<file path="src/include/pport_pkg.sv">
/*
  Package for the parallel-port pin-enable and slave buffer status block:
  register offsets, field positions, reset values and mode encodings.
  Assumes a 32-bit Avalon-MM slave with word-aligned registers.
*/
`default_nettype none
package pport_pkg;
  // Register byte offsets (chosen, word aligned)
  localparam logic [3:0]  PIN_FUNCTION_ENABLE_OFS = 4'h0;
  localparam logic [3:0]  SLAVE_BUFFER_STATUS_OFS = 4'h4;
  localparam logic [3:0]  PORT_CONTROL_OFS        = 4'h8;
  localparam logic [3:0]  IRQ_STATUS_OFS          = 4'hC;
  localparam logic [3:0]  IRQ_MASK_OFS            = 4'h0;  // Upper page, see IRQ_MASK_ADDR
  localparam logic [4:0]  IRQ_MASK_ADDR           = 5'h10;
  // Implemented pin-enable bits: 15-14, 10-2, 1-0
  localparam logic [15:0] PIN_ENABLE_IMPL         = 16'hC7FF;
  localparam logic [15:0] PIN_ENABLE_RESET        = 16'h0000;
  // Status layout
  localparam int          IN_ALL_FULL_BIT         = 15;
  localparam int          IN_OVERFLOW_BIT         = 14;
  localparam int          IN_FULL_LSB             = 8;
  localparam int          OUT_ALL_EMPTY_BIT       = 7;
  localparam int          OUT_UNDERFLOW_BIT       = 6;
  localparam int          OUT_EMPTY_LSB           = 0;
  localparam logic [15:0] STATUS_RESET            = 16'h008F;
  // Port control layout
  localparam int          PORT_MODE_LSB           = 0;   // 2 bits
  localparam int          IRQ_MODE_LSB            = 2;   // 2 bits
  localparam int          CS_FUNC_LSB             = 4;   // 2 bits
  localparam int          ADDR_MUX_LSB            = 6;   // 2 bits
  localparam logic [1:0]  MODE_LEGACY_SLAVE       = 2'h0;
  localparam logic [1:0]  MODE_ENHANCED_SLAVE     = 2'h1;
  localparam logic [1:0]  IRQ_MODE_BUFFER3        = 2'h2;
  localparam logic [1:0]  IRQ_MODE_EVERY_CYCLE    = 2'h1;
  localparam logic [1:0]  CS_FUNC_ADDRESS         = 2'h0;
  localparam logic [1:0]  CS_FUNC_CS2_ONLY        = 2'h1;
  localparam logic [1:0]  ADDR_MUX_NONE           = 2'h0;
  localparam int          NUM_BUFFERS             = 4;
endpackage
`default_nettype wire

</file>
<file path="src/include/pport_buf_if.sv">
/*
  Interface carrying buffer events from the top into the status tracker.
  Assumes both ends share mclk_i.
*/
`timescale 1ns/100ps
`default_nettype none
interface pport_buf_if;
  logic       slave_mode;     // Slave modes active
  logic [1:0] ext_wr_sel;     // Buffer index of external write
  logic       ext_wr;         // External master write strobe
  logic [1:0] ext_rd_sel;     // Buffer index of external read
  logic       ext_rd;         // External master read strobe
  logic [3:0] sw_in_read;     // Software reads of input buffers
  logic [3:0] sw_out_write;   // Software writes of output buffers
  logic       clr_overflow;   // Software clear of overflow
  logic       clr_underflow;  // Software clear of underflow
  logic [15:0] status;        // Assembled status word
  logic       overflow_evt;   // One-cycle overflow event
  logic       underflow_evt;  // One-cycle underflow event
  modport tracker (input slave_mode, ext_wr_sel, ext_wr, ext_rd_sel, ext_rd,
                   sw_in_read, sw_out_write, clr_overflow, clr_underflow,
                   output status, overflow_evt, underflow_evt);
  modport owner   (output slave_mode, ext_wr_sel, ext_wr, ext_rd_sel, ext_rd,
                   sw_in_read, sw_out_write, clr_overflow, clr_underflow,
                   input status, overflow_evt, underflow_evt);
endinterface
`default_nettype wire

</file>
<file path="src/logic/buffer_status.sv">
/*
  Slave buffer status tracker: per-buffer full/empty flags, summaries,
  sticky overflow/underflow. Assumes strobes are one-cycle pulses.
*/
`timescale 1ns/100ps
`default_nettype none
module buffer_status (
  input  wire logic     mclk_i,
  input  wire logic     rst_b_i,
  pport_buf_if.tracker  bus
);
  logic [3:0] in_full_reg,  in_full_next;   // Input buffer holds data
  logic [3:0] out_empty_reg, out_empty_next; // Output buffer empty
  logic       ovf_reg, ovf_next;             // Sticky overflow
  logic       unf_reg, unf_next;             // Sticky underflow
  logic       ovf_evt, unf_evt;              // Events this cycle

  ////////////////////////////////////////////////////////////////////////////
  // Next-state: external strobes fill/drain, software drains/fills
  always_comb begin
    in_full_next   = in_full_reg;
    out_empty_next = out_empty_reg;
    ovf_evt        = 1'b0;
    unf_evt        = 1'b0;
    // Software read empties an input buffer
    in_full_next   = in_full_next & ~bus.sw_in_read;
    // Software write fills an output buffer
    out_empty_next = out_empty_next & ~bus.sw_out_write;
    if (bus.slave_mode && bus.ext_wr) begin
      if (in_full_reg[bus.ext_wr_sel]) begin
        ovf_evt = 1'b1;
      end else begin
        in_full_next[bus.ext_wr_sel] = 1'b1;
      end
    end
    if (bus.slave_mode && bus.ext_rd) begin
      if (out_empty_reg[bus.ext_rd_sel]) begin
        unf_evt = 1'b1;
      end else begin
        out_empty_next[bus.ext_rd_sel] = 1'b1;
      end
    end
    // Set wins over a clear in the same cycle
    ovf_next = ovf_evt | (ovf_reg & ~bus.clr_overflow);
    unf_next = unf_evt | (unf_reg & ~bus.clr_underflow);
  end

  // Registers only
  always_ff @(posedge mclk_i or negedge rst_b_i) begin
    if (!rst_b_i) begin
      in_full_reg   <= pport_pkg::STATUS_RESET[pport_pkg::IN_FULL_LSB +: 4];
      out_empty_reg <= pport_pkg::STATUS_RESET[pport_pkg::OUT_EMPTY_LSB +: 4];
      ovf_reg       <= 1'b0;
      unf_reg       <= 1'b0;
    end else begin
      in_full_reg   <= in_full_next;
      out_empty_reg <= out_empty_next;
      ovf_reg       <= ovf_next;
      unf_reg       <= unf_next;
    end
  end

  // Status word; unimplemented bits tie to zero
  always_comb begin
    bus.status = 16'h0000;
    bus.status[pport_pkg::IN_ALL_FULL_BIT]   = &in_full_reg;
    bus.status[pport_pkg::IN_OVERFLOW_BIT]   = ovf_reg;
    bus.status[pport_pkg::IN_FULL_LSB +: 4]  = in_full_reg;
    bus.status[pport_pkg::OUT_ALL_EMPTY_BIT] = &out_empty_reg;
    bus.status[pport_pkg::OUT_UNDERFLOW_BIT] = unf_reg;
    bus.status[pport_pkg::OUT_EMPTY_LSB +: 4] = out_empty_reg;
  end
  assign bus.overflow_evt  = ovf_evt;
  assign bus.underflow_evt = unf_evt;

  ovf_set_a: assert property (@(posedge mclk_i) disable iff (!rst_b_i)
    bus.slave_mode && bus.ext_wr && in_full_reg[bus.ext_wr_sel] |=> ovf_reg)
    else $error("overflow flag not set on write to full buffer");
  unf_set_a: assert property (@(posedge mclk_i) disable iff (!rst_b_i)
    bus.slave_mode && bus.ext_rd && out_empty_reg[bus.ext_rd_sel] |=> unf_reg)
    else $error("underflow flag not set on read of empty buffer");
  in_clear_a: assert property (@(posedge mclk_i) disable iff (!rst_b_i)
    bus.sw_in_read[0] && !(bus.ext_wr && bus.ext_wr_sel == 2'h0) |=> !in_full_reg[0])
    else $error("input full bit not cleared by software read");
  out_clear_a: assert property (@(posedge mclk_i) disable iff (!rst_b_i)
    bus.sw_out_write[0] && !(bus.ext_rd && bus.ext_rd_sel == 2'h0) |=> !out_empty_reg[0])
    else $error("output empty bit not cleared by software write");
  ovf_hold_a: assert property (@(posedge mclk_i) disable iff (!rst_b_i)
    ovf_reg && !bus.clr_overflow |=> ovf_reg)
    else $error("overflow flag dropped without clear");
  mode_gate_a: assert property (@(posedge mclk_i) disable iff (!rst_b_i)
    !bus.slave_mode && !ovf_reg && !bus.clr_overflow |=> !ovf_reg)
    else $error("overflow raised outside slave mode");
endmodule
`default_nettype wire

</file>
<file path="src/logic/parallel_port_pins.sv">
/*
  Parallel port pin-function enables and slave buffer status, Avalon-MM slave.
  Assumes the slave strobes arrive synchronous to mclk_i as one-cycle pulses.
*/
// Decided for this implementation: the register addresses and the Avalon-MM interface to the registers.
// Notes on behaviour
// Top enables route pins 15-14 to port
// Enables 10-2 make address pins port lines
// Low enables give address or latch strobes
// Enable bits 13-11 and upper half zero
// Buffer status counts only in slave modes; software buffer reads and writes update it in any mode
// Input summary set when all buffers full
// Write to full input sets sticky overflow
// Input full set on write, cleared on read
// Output summary set when all buffers empty
// Read of empty output sets sticky underflow
// Output empty cleared by software write
// Overflow or underflow raises error interrupt
// Unimplemented status bits read zero
// Error interrupt ignores interrupt request mode
// Mode 10 interrupts on buffer 3 access
// Mode 01 enhanced slave, 00 legacy slave
// Status resets to 0x8F
`timescale 1ns/100ps
`default_nettype none
module parallel_port_pins (
  input  wire logic        mclk_i,
  input  wire logic        rst_b_i,
  // Avalon-MM slave
  input  wire logic [4:0]  address_i,
  input  wire logic        read_i,
  input  wire logic        write_i,
  input  wire logic [31:0] writedata_i,
  input  wire logic [3:0]  byteenable_i,
  output logic [31:0]      readdata_o,
  output logic             waitrequest_o,
  // External master slave-mode strobes
  input  wire logic        ext_wr_i,
  input  wire logic        ext_rd_i,
  input  wire logic [1:0]  ext_addr_i,
  // Software buffer accesses from the data path
  input  wire logic [3:0]  sw_in_read_i,
  input  wire logic [3:0]  sw_out_write_i,
  // Pin function selects, 1 = port function, 0 = general I/O
  output logic [15:0]      pin_is_port_o,
  output logic             pin15_is_cs_o,
  output logic             pin14_is_cs_o,
  output logic             pin1_0_is_latch_o,
  output logic             port_irq_o,
  output logic             port_error_interrupt_o,
  output logic             irq_o
);
  ////////////////////////////////////////////////////////////////////////////
  // Decode helper
  function automatic logic hit(input logic [4:0] a, input logic [4:0] ofs);
    hit = (a == ofs);
  endfunction

  pport_buf_if bif ();                 // Link to status tracker

  logic [15:0] pin_enable_reg, pin_enable_next;  // Pin-function enables
  logic [7:0]  ctrl_reg, ctrl_next;              // Mode/irq/cs/mux fields
  logic [1:0]  irq_stat_reg, irq_stat_next;      // Sticky [0]=port,[1]=error
  logic [1:0]  irq_mask_reg, irq_mask_next;      // Mask, same layout
  logic [31:0] rdata_reg, rdata_next;            // Read data
  logic        wait_reg, wait_next;              // Waitrequest
  logic [15:0] pins_reg, pins_next;
  logic        cs15_reg, cs15_next, cs14_reg, cs14_next, latch_reg, latch_next;
  logic        pirq_reg, pirq_next, perr_reg, perr_next, irq_reg, irq_next;
  logic        port_evt;                         // Ordinary port event
  logic        req, wr_take;                     // Bus request / accepted write
  logic [1:0]  mode, irq_mode, cs_func, amux;

  assign mode     = ctrl_reg[pport_pkg::PORT_MODE_LSB +: 2];
  assign irq_mode = ctrl_reg[pport_pkg::IRQ_MODE_LSB +: 2];
  assign cs_func  = ctrl_reg[pport_pkg::CS_FUNC_LSB +: 2];
  assign amux     = ctrl_reg[pport_pkg::ADDR_MUX_LSB +: 2];

  ////////////////////////////////////////////////////////////////////////////
  // Tracker hookup; enhanced slave decodes two address lines, legacy none
  always_comb begin
    bif.slave_mode = (mode == pport_pkg::MODE_LEGACY_SLAVE) ||
                     (mode == pport_pkg::MODE_ENHANCED_SLAVE);
    bif.ext_wr_sel = (mode == pport_pkg::MODE_ENHANCED_SLAVE) ? ext_addr_i : 2'h0;
    bif.ext_rd_sel = (mode == pport_pkg::MODE_ENHANCED_SLAVE) ? ext_addr_i : 2'h0;
    bif.ext_wr     = ext_wr_i;
    bif.ext_rd     = ext_rd_i;
    bif.sw_in_read   = sw_in_read_i;
    bif.sw_out_write = sw_out_write_i;
    bif.clr_overflow  = wr_take && hit(address_i, 5'(pport_pkg::SLAVE_BUFFER_STATUS_OFS))
                        && writedata_i[pport_pkg::IN_OVERFLOW_BIT] == 1'b0
                        && byteenable_i[1];
    bif.clr_underflow = wr_take && hit(address_i, 5'(pport_pkg::SLAVE_BUFFER_STATUS_OFS))
                        && writedata_i[pport_pkg::OUT_UNDERFLOW_BIT] == 1'b0
                        && byteenable_i[0];
  end

  buffer_status u_status (
    .mclk_i  (mclk_i),
    .rst_b_i (rst_b_i),
    .bus     (bif.tracker)
  );

  ////////////////////////////////////////////////////////////////////////////
  // Bus slave: one wait cycle, answer on the second edge of a request
  assign req     = read_i | write_i;
  assign wr_take = write_i && !wait_reg;

  // Port interrupt event per mode
  always_comb begin
    port_evt = 1'b0;
    if (bif.slave_mode) begin
      if (irq_mode == pport_pkg::IRQ_MODE_BUFFER3) begin
        port_evt = (ext_wr_i && bif.ext_wr_sel == 2'h3) ||
                   (ext_rd_i && bif.ext_rd_sel == 2'h3);
      end else if (irq_mode == pport_pkg::IRQ_MODE_EVERY_CYCLE) begin
        port_evt = ext_wr_i | ext_rd_i;
      end else begin
        port_evt = 1'b0;                                                   // No port irq
      end
    end
  end

  // Register next values
  always_comb begin
    pin_enable_next = pin_enable_reg;
    ctrl_next       = ctrl_reg;
    irq_mask_next   = irq_mask_reg;
    irq_stat_next   = irq_stat_reg;
    rdata_next      = rdata_reg;
    wait_next       = 1'b1;
    // Answer: release wait one cycle after a request appears
    if (req && wait_reg) begin
      wait_next = 1'b0;
    end
    if (read_i && wait_reg) begin
      case (address_i)
        5'(pport_pkg::PIN_FUNCTION_ENABLE_OFS): rdata_next = {16'h0000, pin_enable_reg};
        5'(pport_pkg::SLAVE_BUFFER_STATUS_OFS): rdata_next = {16'h0000, bif.status};
        5'(pport_pkg::PORT_CONTROL_OFS):        rdata_next = {24'h000000, ctrl_reg};
        5'(pport_pkg::IRQ_STATUS_OFS):          rdata_next = {30'h0, irq_stat_reg};
        pport_pkg::IRQ_MASK_ADDR:               rdata_next = {30'h0, irq_mask_reg};
        default:                                rdata_next = 32'h0000_0000;  // Unmapped
      endcase
    end
    if (wr_take) begin
      if (hit(address_i, 5'(pport_pkg::PIN_FUNCTION_ENABLE_OFS))) begin
        if (byteenable_i[0]) begin
          pin_enable_next[7:0] = writedata_i[7:0] & pport_pkg::PIN_ENABLE_IMPL[7:0];
        end
        if (byteenable_i[1]) begin
          pin_enable_next[15:8] = writedata_i[15:8] & pport_pkg::PIN_ENABLE_IMPL[15:8];
        end
      end
      if (hit(address_i, 5'(pport_pkg::PORT_CONTROL_OFS)) && byteenable_i[0]) begin
        ctrl_next = writedata_i[7:0];
      end
      if (hit(address_i, pport_pkg::IRQ_MASK_ADDR) && byteenable_i[0]) begin
        irq_mask_next = writedata_i[1:0];
      end
      if (hit(address_i, 5'(pport_pkg::IRQ_STATUS_OFS)) && byteenable_i[0]) begin
        irq_stat_next = irq_stat_next & ~writedata_i[1:0];   // Write one to clear
      end
    end
    // Events set after clears so a set wins
    if (port_evt) irq_stat_next[0] = 1'b1;
    if (bif.overflow_evt || bif.underflow_evt) irq_stat_next[1] = 1'b1;
  end

  // Pin routing
  always_comb begin
    pins_next  = pin_enable_reg;
    cs15_next  = pin_enable_reg[15] && (cs_func != pport_pkg::CS_FUNC_ADDRESS);
    cs14_next  = pin_enable_reg[14] && (cs_func != pport_pkg::CS_FUNC_ADDRESS)
                 && (cs_func != pport_pkg::CS_FUNC_CS2_ONLY);
    latch_next = (pin_enable_reg[1:0] != 2'h0) && (amux != pport_pkg::ADDR_MUX_NONE);
    pirq_next  = port_evt;
    perr_next  = bif.overflow_evt | bif.underflow_evt;
    irq_next   = |(irq_stat_next & irq_mask_next);
  end

  always_ff @(posedge mclk_i or negedge rst_b_i) begin
    if (!rst_b_i) begin
      pin_enable_reg <= pport_pkg::PIN_ENABLE_RESET;
      ctrl_reg       <= 8'h00;
      irq_stat_reg   <= 2'h0;
      irq_mask_reg   <= 2'h0;
      rdata_reg      <= 32'h0000_0000;
      wait_reg       <= 1'b1;
      pins_reg       <= 16'h0000;
      cs15_reg       <= 1'b0;
      cs14_reg       <= 1'b0;
      latch_reg      <= 1'b0;
      pirq_reg       <= 1'b0;
      perr_reg       <= 1'b0;
      irq_reg        <= 1'b0;
    end else begin
      pin_enable_reg <= pin_enable_next;
      ctrl_reg       <= ctrl_next;
      irq_stat_reg   <= irq_stat_next;
      irq_mask_reg   <= irq_mask_next;
      rdata_reg      <= rdata_next;
      wait_reg       <= wait_next;
      pins_reg       <= pins_next;
      cs15_reg       <= cs15_next;
      cs14_reg       <= cs14_next;
      latch_reg      <= latch_next;
      pirq_reg       <= pirq_next;
      perr_reg       <= perr_next;
      irq_reg        <= irq_next;
    end
  end

  assign readdata_o             = rdata_reg;
  assign waitrequest_o          = wait_reg;
  assign pin_is_port_o          = pins_reg;
  assign pin15_is_cs_o          = cs15_reg;
  assign pin14_is_cs_o          = cs14_reg;
  assign pin1_0_is_latch_o      = latch_reg;
  assign port_irq_o             = pirq_reg;
  assign port_error_interrupt_o = perr_reg;
  assign irq_o                  = irq_reg;

  ////////////////////////////////////////////////////////////////////////////
  // Checks
  unimpl_pins_a: assert property (@(posedge mclk_i) disable iff (!rst_b_i)
    pin_is_port_o[13:11] == 3'h0)
    else $error("unimplemented pin enable bits set");
  pin_follow_a: assert property (@(posedge mclk_i) disable iff (!rst_b_i)
    1'b1 |=> pin_is_port_o[10:2] == $past(pin_enable_reg[10:2]))
    else $error("address pin routing does not follow enables");
  err_irq_a: assert property (@(posedge mclk_i) disable iff (!rst_b_i)
    bif.overflow_evt || bif.underflow_evt |=> port_error_interrupt_o)
    else $error("error interrupt missing");
  err_any_mode_a: assert property (@(posedge mclk_i) disable iff (!rst_b_i)
    bif.overflow_evt && irq_mode == 2'h0 |=> port_error_interrupt_o)
    else $error("error interrupt gated by request mode");
  buf3_irq_a: assert property (@(posedge mclk_i) disable iff (!rst_b_i)
    bif.slave_mode && irq_mode == 2'h2 && ext_wr_i && bif.ext_wr_sel == 2'h3 |=> port_irq_o)
    else $error("buffer 3 interrupt missing");
  cs_route_a: assert property (@(posedge mclk_i) disable iff (!rst_b_i)
    !pin_enable_reg[15] |=> !pin15_is_cs_o)
    else $error("chip select routed with enable clear");
  latch_route_a: assert property (@(posedge mclk_i) disable iff (!rst_b_i)
    amux == 2'h0 |=> !pin1_0_is_latch_o)
    else $error("latch strobes without multiplexing");
  stat_zero_a: assert property (@(posedge mclk_i) disable iff (!rst_b_i)
    bif.status[13:12] == 2'h0 && bif.status[5:4] == 2'h0)
    else $error("unimplemented status bits nonzero");
  legacy_sel_a: assert property (@(posedge mclk_i) disable iff (!rst_b_i)
    mode == 2'h0 |-> bif.ext_wr_sel == 2'h0)
    else $error("legacy slave uses address lines");
  bus_wait_a: assert property (@(posedge mclk_i) disable iff (!rst_b_i)
    req && wait_reg |=> !waitrequest_o)
    else $error("bus answer late");
  full_all_c: cover property (@(posedge mclk_i) bif.status[15]);
  ovf_c: cover property (@(posedge mclk_i) bif.overflow_evt);
  unf_c: cover property (@(posedge mclk_i) bif.underflow_evt);
  irq_c: cover property (@(posedge mclk_i) irq_o);
endmodule
`default_nettype wire
</file>
<file path="config.mk">
export PLATFORM = sky130hd
export DESIGN_NAME = parallel_port_pins
export DESIGN_NICKNAME = d
export VERILOG_FILES = /design/src/include/pport_pkg.sv /design/src/include/pport_buf_if.sv /design/src/logic/buffer_status.sv /design/src/logic/parallel_port_pins.sv
export SDC_FILE = /design/constraint.sdc
export NUM_CORES = 1
export LEC_CHECK = 0
export BUFFER_PORTS_ARGS = -buffer_cell sky130_fd_sc_hd__buf_2
export CAP_MARGIN = 10
export CORE_ASPECT_RATIO = 0.75
export CORE_MARGIN = 4
export CORE_UTILIZATION = 33
export CTS_BUF_LIST = sky130_fd_sc_hd__clkbuf_8
export CTS_CLUSTER_DIAMETER = 150
export DETAILED_ROUTE_END_ITERATION = 8
export GPL_TIMING_DRIVEN = 0
export HOLD_SLACK_MARGIN = 0.03
export PLACE_DENSITY = 0.68
export SLEW_MARGIN = 0
export SYNTH_ARGS = -nofsm -noshare
export SYNTH_HDL_FRONTEND = slang
export SYNTH_SLANG_ARGS = --single-unit
</file>
<file path="constraint.sdc">
create_clock -name mclk_i -period 5.3 [get_ports mclk_i]
set_clock_uncertainty 0.1 [all_clocks]
set_input_delay 1.06 -clock mclk_i [delete_from_list [all_inputs] [get_ports mclk_i]]
set_output_delay 1.06 -clock mclk_i [all_outputs]
set_load 0.02 [all_outputs]
</file>
==> After elaboration in Yosys (flattened, before gate mapping) <==
Index checks and enable logic that the tools add are counted.
{ "classes": {"reduce_logical": 35, "n_bitwise": 20, "n_mux": 26, "magnitude_cmp": 2, "eq_ne": 9} }
{ "ops": {"columns": ["op", "count"], "rows": [
  ["$pmux W16 S5", 1],
  ["$logic_and A1 B1 Y1", 20],
  ["$mux W4", 4],
  ["$mux W1", 13],
  ["$eq A5 B4 Y1 const B", 2],
  ["$mux W2", 5],
  ["$and A4 B4 Y4", 2],
  ["$not A4 Y4", 2],
  ["$or A4 B4 Y4", 2],
  ["$reduce_and A4 Y1", 2],
  ["$reduce_and A3 Y1", 2],
  ["$reduce_bool A2 Y1", 3],
  ["$eq A5 B3 Y1 const B", 1],
  ["$eq A5 B5 Y1 const B", 1],
  ["$logic_not A5 Y1", 1],
  ["$or A1 B1 Y1", 5],
  ["$and A2 B2 Y2", 2],
  ["$bmux W1 S2", 2],
  ["$eq A2 B1 Y1 const B", 2],
  ["$eq A2 B2 Y1 const B", 2],
  ["$not A1 Y1", 4],
  ["$logic_or A1 B1 Y1", 3],
  ["$lt A2 B3 Y1 const B", 1],
  ["$and A1 B1 Y1", 2],
  ["8 further kinds", 8]
]} }
{ "word_totals": {"reg_bits": 87, "input_bits": 57, "elab_cells": 110, "output_inout_bits": 55} }

==> Logic depth before layout (Yosys ltp) <==
Gate-level depths: netlist of the first run.
{ "logic_depth": {"word_depth": 10, "mapped_depth": 6, "depth_no_buf": 5} }

==> Hierarchy <==
From an unflattened synthesis of the first run, not the netlist that was laid out.
{ "unflattened": {"cells_unflattened": 240, "area_unflattened_um2": 3175.5} }
{ "modules_own_cells": {"columns": ["mod", "area_each_um2", "seq_area_each_um2", "cells_each", "instances"], "rows": [
  ["parallel_port_pins", 2621.3, 1527.7, 188, 1],
  ["buffer_status", 554.3, 255.2, 52, 1]
]} }

==> Worst setup path before layout of the first run <==
Ideal clock, no wire load.
{ "synth_path": {"path_kind": "input-to-reg", "startpoint": "input port address_i[2]", "endpoint": "register ctrl_reg[0]", "setup_ns": 0.125, "t_arrival_ns": 2.339, "slack_ns": 2.736, "cell_stages": 5, "required_ns": 5.075, "path_buffers": 1, "cell_sequence": "or3_4 > nor3b_4 > and2_4 > buf_12 > mux2_4"} }
{ "synth_between": {"elab_chain_cells": 3} }
{ "synth_lines": {"columns": ["element", "line", "rtl"], "rows": [
  ["start: declaration", "parallel_port_pins.sv:30", "input wire logic [4:0] address_i,"],
  ["$eq A5 B4 Y1", "parallel_port_pins.sv:56", "hit = (a == ofs);"],
  ["$logic_and A1 B1 Y1", "parallel_port_pins.sv:155", "if (hit(address_i, 5'(pport_pkg::PORT_CONTROL_OFS)) && byteenable_i[0]) begin"],
  ["$reduce_and A2 Y1 (no line)", null, null],
  ["end signal: assignment", "parallel_port_pins.sv:199", "ctrl_reg <= ctrl_next;"],
  ["end: declaration", "parallel_port_pins.sv:62", "logic [7:0] ctrl_reg, ctrl_next;"]
]} }
No other way between the ends.
A chain may end at the register's enable or synchronous reset.

==> Worst setup path after layout of the first run <==
{ "layout_path": {"startpoint": "input port address_i[2]", "endpoint": "register ctrl_reg[1]"} }
The elaborated chain is that of the path after synthesis.

==> impl_metrics.csv, run 1 <==
group,metric,value,unit
power_and_ir_drop,p_per_area,294,mW/mm^2
timing,finalSetupViolations,0,
clocking,cts_hold_buf,0,
synthesis,synth_top_area_cell,"dfrtp_1",
detailed_routing,wl_met1,3340,um
timing,finalHoldWorstSlack,0.295,ns
clocking,post_cts_resized,0,
floorplanning,io_pins,112,
global_route,grt_max_degree,70,
timing,slew_violations,0,
clocking,clock-root-buffer,"clkbuf_8",
placement,dp_hpwl,5470,um
run_status,outcome,"completed",
setup_path,critical_path_arrival,2.62,ns
global_route,grt_pass1_wl,12000,um
timing,fmax,0.400,GHz
setup_path,crit_path_top_delay_cell,"or3_4",
setup_path,cp_max_fo,8,
synthesis,synth_area_leaders,"dfrtp_1 52%, mux2_2 5.9%, buf_4 5.2%, dfstp_2 4.3%, mux2_4 3.9%",
setup_path,crit_path_start_kind,"primary input",
clocking,cts_max_level,3,
timing,finalSetupTns,0,ns
floorplanning,die_h,91.3,um
timing,rsz0062_at_grt,"false",
final_layout,nNetsFinal,410,
synthesis,yosys-top-cells-count,"64 x dfrtp_1, 24 x nand2_1, 21 x buf_4",
clocking,clockBufferDepth,2,
timing,period_share,47.2,%
timing,fin_crit,2.50,ns
floorplanning,die_area,0.0109,mm^2
clocking,path_clk_slew,0.06,ns
detailed_routing,dr.first_iter.drc_count,249,
clocking,post_cts_buffers,0,
final_layout,n_fill_cell,871,
setup_path,critPathKind,"in2reg",
detailed_routing,ant_nets,0,
synthesis,synth_top_area_share,52.4,%
floorplanning,die_w,119,um
global_route,grt_pass1_vias,2288,
flow_run,maxCapViolations,0,
placement,port_buffers,67,
final_layout,syn2layout_area_growth,24.0,%
clocking,clkLatencyLatePin,0.34,ns
detailed_routing,via_per_inst,4.73,
setup_path,crit_chain,"buf_2, or3_4, nor3b_4, and2_4, buf_12, mux2_4",
clocking,numCtsBuffers,9,
detailed_routing,drt-total-wl,7430,um
detailed_routing,wl_met3,583,um
floorplanning,initial_core_util,33.8,%
synthesis,yosys.cell_count.top_type,"dfrtp_1",
detailed_routing,wire_per_inst,15.3,um
timing,fin_ws,2.80,ns
power_and_ir_drop,ir_drop,0.105,mV
timing,tightest_slew,0.845,ns
synthesis,syn_avg_cell_area,12.0,um^2
final_layout,multiInputGateArea,0.00115,mm^2
timing,relSlewSlack,43.7,%
synthesis,yosysUniqueCellTypes,45,
detailed_routing,top_layer,"met5",
floorplanning,rows,30,
placement,post-place-ws,2.45,ns
final_layout,layout-drive-gt1-share,38.9,%
floorplanning,coreArea,0.00905,mm^2
synthesis,syn_inst,255,
clocking,cts.sinks,69,
setup_path,cp.required,5.42,ns
timing,finalHoldViolations,0,
synthesis,netlist_area,0.00305,mm^2
synthesis,synth_seq_area_share,56.7,%
final_layout,largest_reg_flops,14,
global_route,antenna_found_initial,2,
synthesis,synth-edff-count,0,
synthesis,synthArstFlopShare,100,%
placement,gp_congestion,0.852,
synthesis,ys_ff_latch,69,
detailed_routing,vias,2294,
power_and_ir_drop,p_leak,1.91,nW
synthesis,ys.flop_type,"dfrtp_1",
setup_path,critical_path.max_stage_delay,0.40,ns
synthesis,yosysWarnings,0,
detailed_routing,first_pass_iters,5,
clocking,cts_tree,"yes",
worst_hold_path,hp-class,"reg2reg",
final_layout,diodes,0,
final_layout,regArea,0.00173,mm^2
global_route,gr-total-overflow,0,
detailed_routing,routed-wl-met2,3410,um
setup_path,critPathBufInv,2,
detailed_routing,route.detailed.drc,0,
global_route,grt_util_all_layers,14.1,%
setup_path,crit_family,"simple AND/OR/NAND/NOR gates",
setup_path,endpoint_kind,"flip-flop",
worst reg2reg max path: stages (launching register included):
cell and delay [ns]:
dfrtp_1 0.39, clkbuf_1 0.22, and3b_1 0.28, nand2_1 0.08
a311oi_1 0.58, a211oi_1 0.18, o2bb2ai_1 0.18
cells in the final DEF, fill, tap and decap left out, types with 2 or more instances in the layout:
master and instances:
mux2_2 16, and3b_1 2, clkinv_2 2, clkbuf_1 5, buf_2 69, nand2_1 24
nor2b_1 2, a222oi_1 2, clkbuf_8 10, nand2b_1 2, nor2_1 6, mux2i_1 5
a21o_1 3, a221oi_1 2, nand3_1 3, dfrtp_1 64, o22ai_1 7, a21oi_1 6
dfstp_2 5, nand3b_1 3, buf_4 22, and3_1 4, and4b_1 2, conb_1 21
a311oi_1 2, a22oi_1 9, o32ai_1 2, o21ai_0 17, nand4_1 3, mux2_4 8
inv_1 13
layer usage:
layer | vias to the layer above | track usage (%)
li1 | 1070 | -
met1 | 1114 | 18.9
met2 | 89 | 21.2
met3 | 17 | 6.29
met4 | 4 | 3.09
met5 | - | 0
cell families after synthesis:
kind of cell	share of synthesized area [%]
AOI/OAI and AO/OA	11.9
buffers and inverters	8.15
DFF	56.7
muxes	11.5
other	0.123
and+or+nand+nor	11.6
final timing paths:
path	slack (ns)	to	from	depth (start not counted)
max	2.80	ctrl_reg[1]	address_i[2]	6
min	0.30	pin_is_port_o[4]	pin_enable_reg[4]	0
max reg2reg	3.22	irq_o	ctrl_reg[1]	6
min reg2reg	0.30	pin_is_port_o[4]	pin_enable_reg[4]	0
max in group asynchronous	3.82	readdata_o[11]	rst_b_i	1
min in group asynchronous	0.73	pin_is_port_o[4]	rst_b_i	1
where the power goes:
part           switching (mW)  total [mW]  leakage, nW  internal (mW)
logic                   0.102       0.169        0.910         0.0671
clock network           0.177       0.350       0.0957          0.173
registers              0.0261       0.593        0.904          0.567
total                   0.305        1.11         1.91          0.807
metrics by stage:
stage          power (mW)  utilization (%)  instances  instance area [um^2]
3_5_place_dp        0.771             40.1        470                  3630
3_3_place_gp        0.768             40.1        470                  3620
6_report             1.11             41.9        485                  3790
4_1_cts              1.12             41.9        485                  3790
5_1_grt              1.17             41.9        485                  3790
2_1_floorplan       0.702                -        275                  3130
cell type report:
type	instances	area share (%)
buffer	30	5.58
clock buffer	10	3.64
clock inverter	5	0.562
inverter	10	0.991
multi-input combinational	166	30.3
sequential	69	45.8
tap	128	4.23
timing repair buffer	67	8.92
Power figures use the tool's default switching activity.
==> inputs of run 2 (changes only) <==
--- a/config.mk
+++ b/config.mk
@@ -5,6 +5,7 @@
 export SDC_FILE = /design/constraint.sdc
 export NUM_CORES = 1
 export LEC_CHECK = 0
+export ABC_AREA = 1
 export BUFFER_PORTS_ARGS = -buffer_cell sky130_fd_sc_hd__buf_2
 export CAP_MARGIN = 10
 export CORE_ASPECT_RATIO = 0.75
==> constraint.sdc (replaced) <==
create_clock -name mclk_i -period 2.5 [get_ports mclk_i]
set_clock_uncertainty 0.1 [all_clocks]
set_input_delay 0.5 -clock mclk_i [delete_from_list [all_inputs] [get_ports mclk_i]]
set_output_delay 0.5 -clock mclk_i [all_outputs]
set_load 0.02 [all_outputs]
==> impl_metrics.csv, run 2 <==
group,metric,value,unit
run_status,outcome,"completed",
detailed_routing,drt-total-wl,7770,um
setup_path,critPathBufInv,1,
synthesis,yosysWarnings,0,
clocking,cts_hold_buf,0,
detailed_routing,wire_per_inst,13.6,um
timing,fin_crit,1.70,ns
clocking,post_cts_resized,0,
final_layout,layout-drive-gt1-share,32.4,%
clocking,post_cts_buffers,0,
timing,relSlewSlack,42.8,%
detailed_routing,ant_nets,0,
timing,fmax,0.587,GHz
clocking,clockBufferDepth,2,
placement,port_buffers,69,
timing,finalHoldWorstSlack,0.159,ns
clocking,numCtsBuffers,9,
power_and_ir_drop,ir_drop,0.325,mV
timing,slew_violations,0,
final_layout,diodes,0,
final_layout,syn2layout_area_growth,24.8,%
placement,gp_congestion,0.836,
setup_path,endpoint_kind,"primary output",
power_and_ir_drop,p_per_area,649,mW/mm^2
detailed_routing,route.detailed.drc,0,
final_layout,n_fill_cell,939,
synthesis,syn_avg_cell_area,9.33,um^2
synthesis,netlist_area,0.00315,mm^2
setup_path,cp_max_fo,5,
timing,finalSetupTns,0,ns
timing,period_share,68.2,%
global_route,gr-total-overflow,0,
global_route,grt_max_degree,70,
setup_path,crit_path_start_kind,"flip-flop",
final_layout,final_common_cell,"nand2_1",
setup_path,critical_path.max_stage_delay,0.58,ns
synthesis,synth_area_leaders,"dfrtp_1 51%, nand2_1 11%, buf_4 5.3%, inv_1 4.3%, dfstp_2 4.2%",
synthesis,synth_seq_area_share,55.1,%
floorplanning,coreArea,0.00916,mm^2
final_layout,largest_reg_flops,14,
synthesis,synthArstFlopShare,100,%
clocking,cts_max_level,3,
detailed_routing,vias,2543,
detailed_routing,via_per_inst,4.46,
setup_path,crit_chain,"buf_2",
setup_path,critical_path_arrival,1.10,ns
setup_path,cp.required,1.90,ns
timing,tightest_slew,0.857,ns
detailed_routing,dr.first_iter.drc_count,190,
setup_path,critPathKind,"reg2out",
final_layout,mostFrequentLayoutCells,"96 x nand2_1, 69 x buf_2, 64 x dfrtp_1, 36 x inv_1, 23 x buf_4",
setup_path,r2r-start,"waitrequest_o",
floorplanning,io_pins,112,
setup_path,rr_worst_depth,5,
floorplanning,die_w,121,um
synthesis,synth-edff-count,0,
global_route,grt_util_all_layers,14.8,%
floorplanning,rows,30,
synthesis,synth_top_area_cell,"dfrtp_1",
timing,rsz0062_at_grt,"false",
placement,dp_hpwl,6010,um
placement,place_area,0.00373,mm^2
setup_path,r2r_end,"ctrl_reg[6]",
power_and_ir_drop,p_leak,2.10,nW
final_layout,final_util,42.9,%
setup_path,crit_path_top_delay_cell,"dfstp_2",
clocking,clock-root-buffer,"clkbuf_8",
global_route,antenna_found_initial,0,
global_route,grt_pass1_vias,2544,
synthesis,yosys-top-cells-count,"96 x nand2_1, 64 x dfrtp_1, 36 x inv_1",
synthesis,yosys.cell_count.top_type,"nand2_1",
final_layout,design_area,0.00393,mm^2
timing,finalSetupViolations,0,
setup_path,crit_family,"flip-flops",
clocking,clkLatencyLatePin,0.36,ns
synthesis,synth_top_area_share,50.9,%
floorplanning,die_area,0.0112,mm^2
detailed_routing,first_pass_iters,4,
synthesis,syn_inst,337,
flow_run,maxCapViolations,0,
floorplanning,initial_core_util,34.3,%
clocking,cts_tree,"yes",
synthesis,ys.flop_type,"dfrtp_1",
synthesis,ys_ff_latch,69,
setup_path,reg2reg_slack,0.80,ns
final_layout,nNetsFinal,494,
global_route,grt_pass1_wl,12700,um
timing,finalHoldViolations,0,
worst_hold_path,hp-class,"in2async",
clocking,cts.sinks,69,
floorplanning,die_h,92.6,um
synthesis,yosysUniqueCellTypes,33,
clocking,path_clk_slew,0.07,ns
[run 2: changes by cell type after synthesis, moves of 12 or more]
cell     delta
mux2_2     -16
nand3_1    +15
o21ai_1    +12
nand2_1    +72
inv_1      +26
[run 2: area by class of cell]
class	count	area (um^2)	area share (%)
clock buffer	9	124	3.15
timing repair buffer	69	348	8.86
multi-input combinational	222	1140	29.1
buffer	26	196	5.00
sequential	69	1730	44.1
clock inverter	7	73.8	1.88
tap	128	160	4.08
inverter	40	150	3.82
[run 2: kinds of logic after synthesis]
| family | count (synthesis) | synth area share [%] |
|---|---|---|
| compound gates | 50 | 10.0 |
| other cells | 1 | 0.119 |
| mux | 3 | 1.07 |
| simple gates | 148 | 22.7 |
| buf+inv | 66 | 11.0 |
| flops | 69 | 55.1 |
[run 2: per-layer routing]
metal	global-route usage [%]	wire, um
met5	0	0
met4	4.34	81
met3	5.49	677
met2	22.1	3350
met1	20.0	3650
[run 2: worst max-delay path by stage]
stage	from	to	cells past startpoint
6_report	waitrequest_o	waitrequest_o	1
5_1_grt	ctrl_reg[1]	irq_o	10
3_5_place_dp	write_i	ctrl_reg[6]	7
3_3_place_gp	rst_b_i	port_irq_o	1
4_1_cts	waitrequest_o	waitrequest_o	1
2_1_floorplan	write_i	ctrl_reg[6]	6
[run 2: where the power goes]
part           internal [mW]  switching [mW]  leakage (nW)  total (mW)
Clock                  0.463           0.442        0.0996       0.905
Combinational          0.128           0.257          1.10       0.385
Sequential              1.21          0.0514         0.894        1.26
Total                   1.80           0.751          2.10        2.55
[run 2: stage by stage]
stage               cells  setup WS (ns)  power [mW]
floorplan             357          0.925        1.52
global placement      554          0.520        1.66
detailed placement    554          0.559        1.67
CTS                   570          0.775        2.58
global route          570          0.572        2.68
finish                570          0.795        2.55
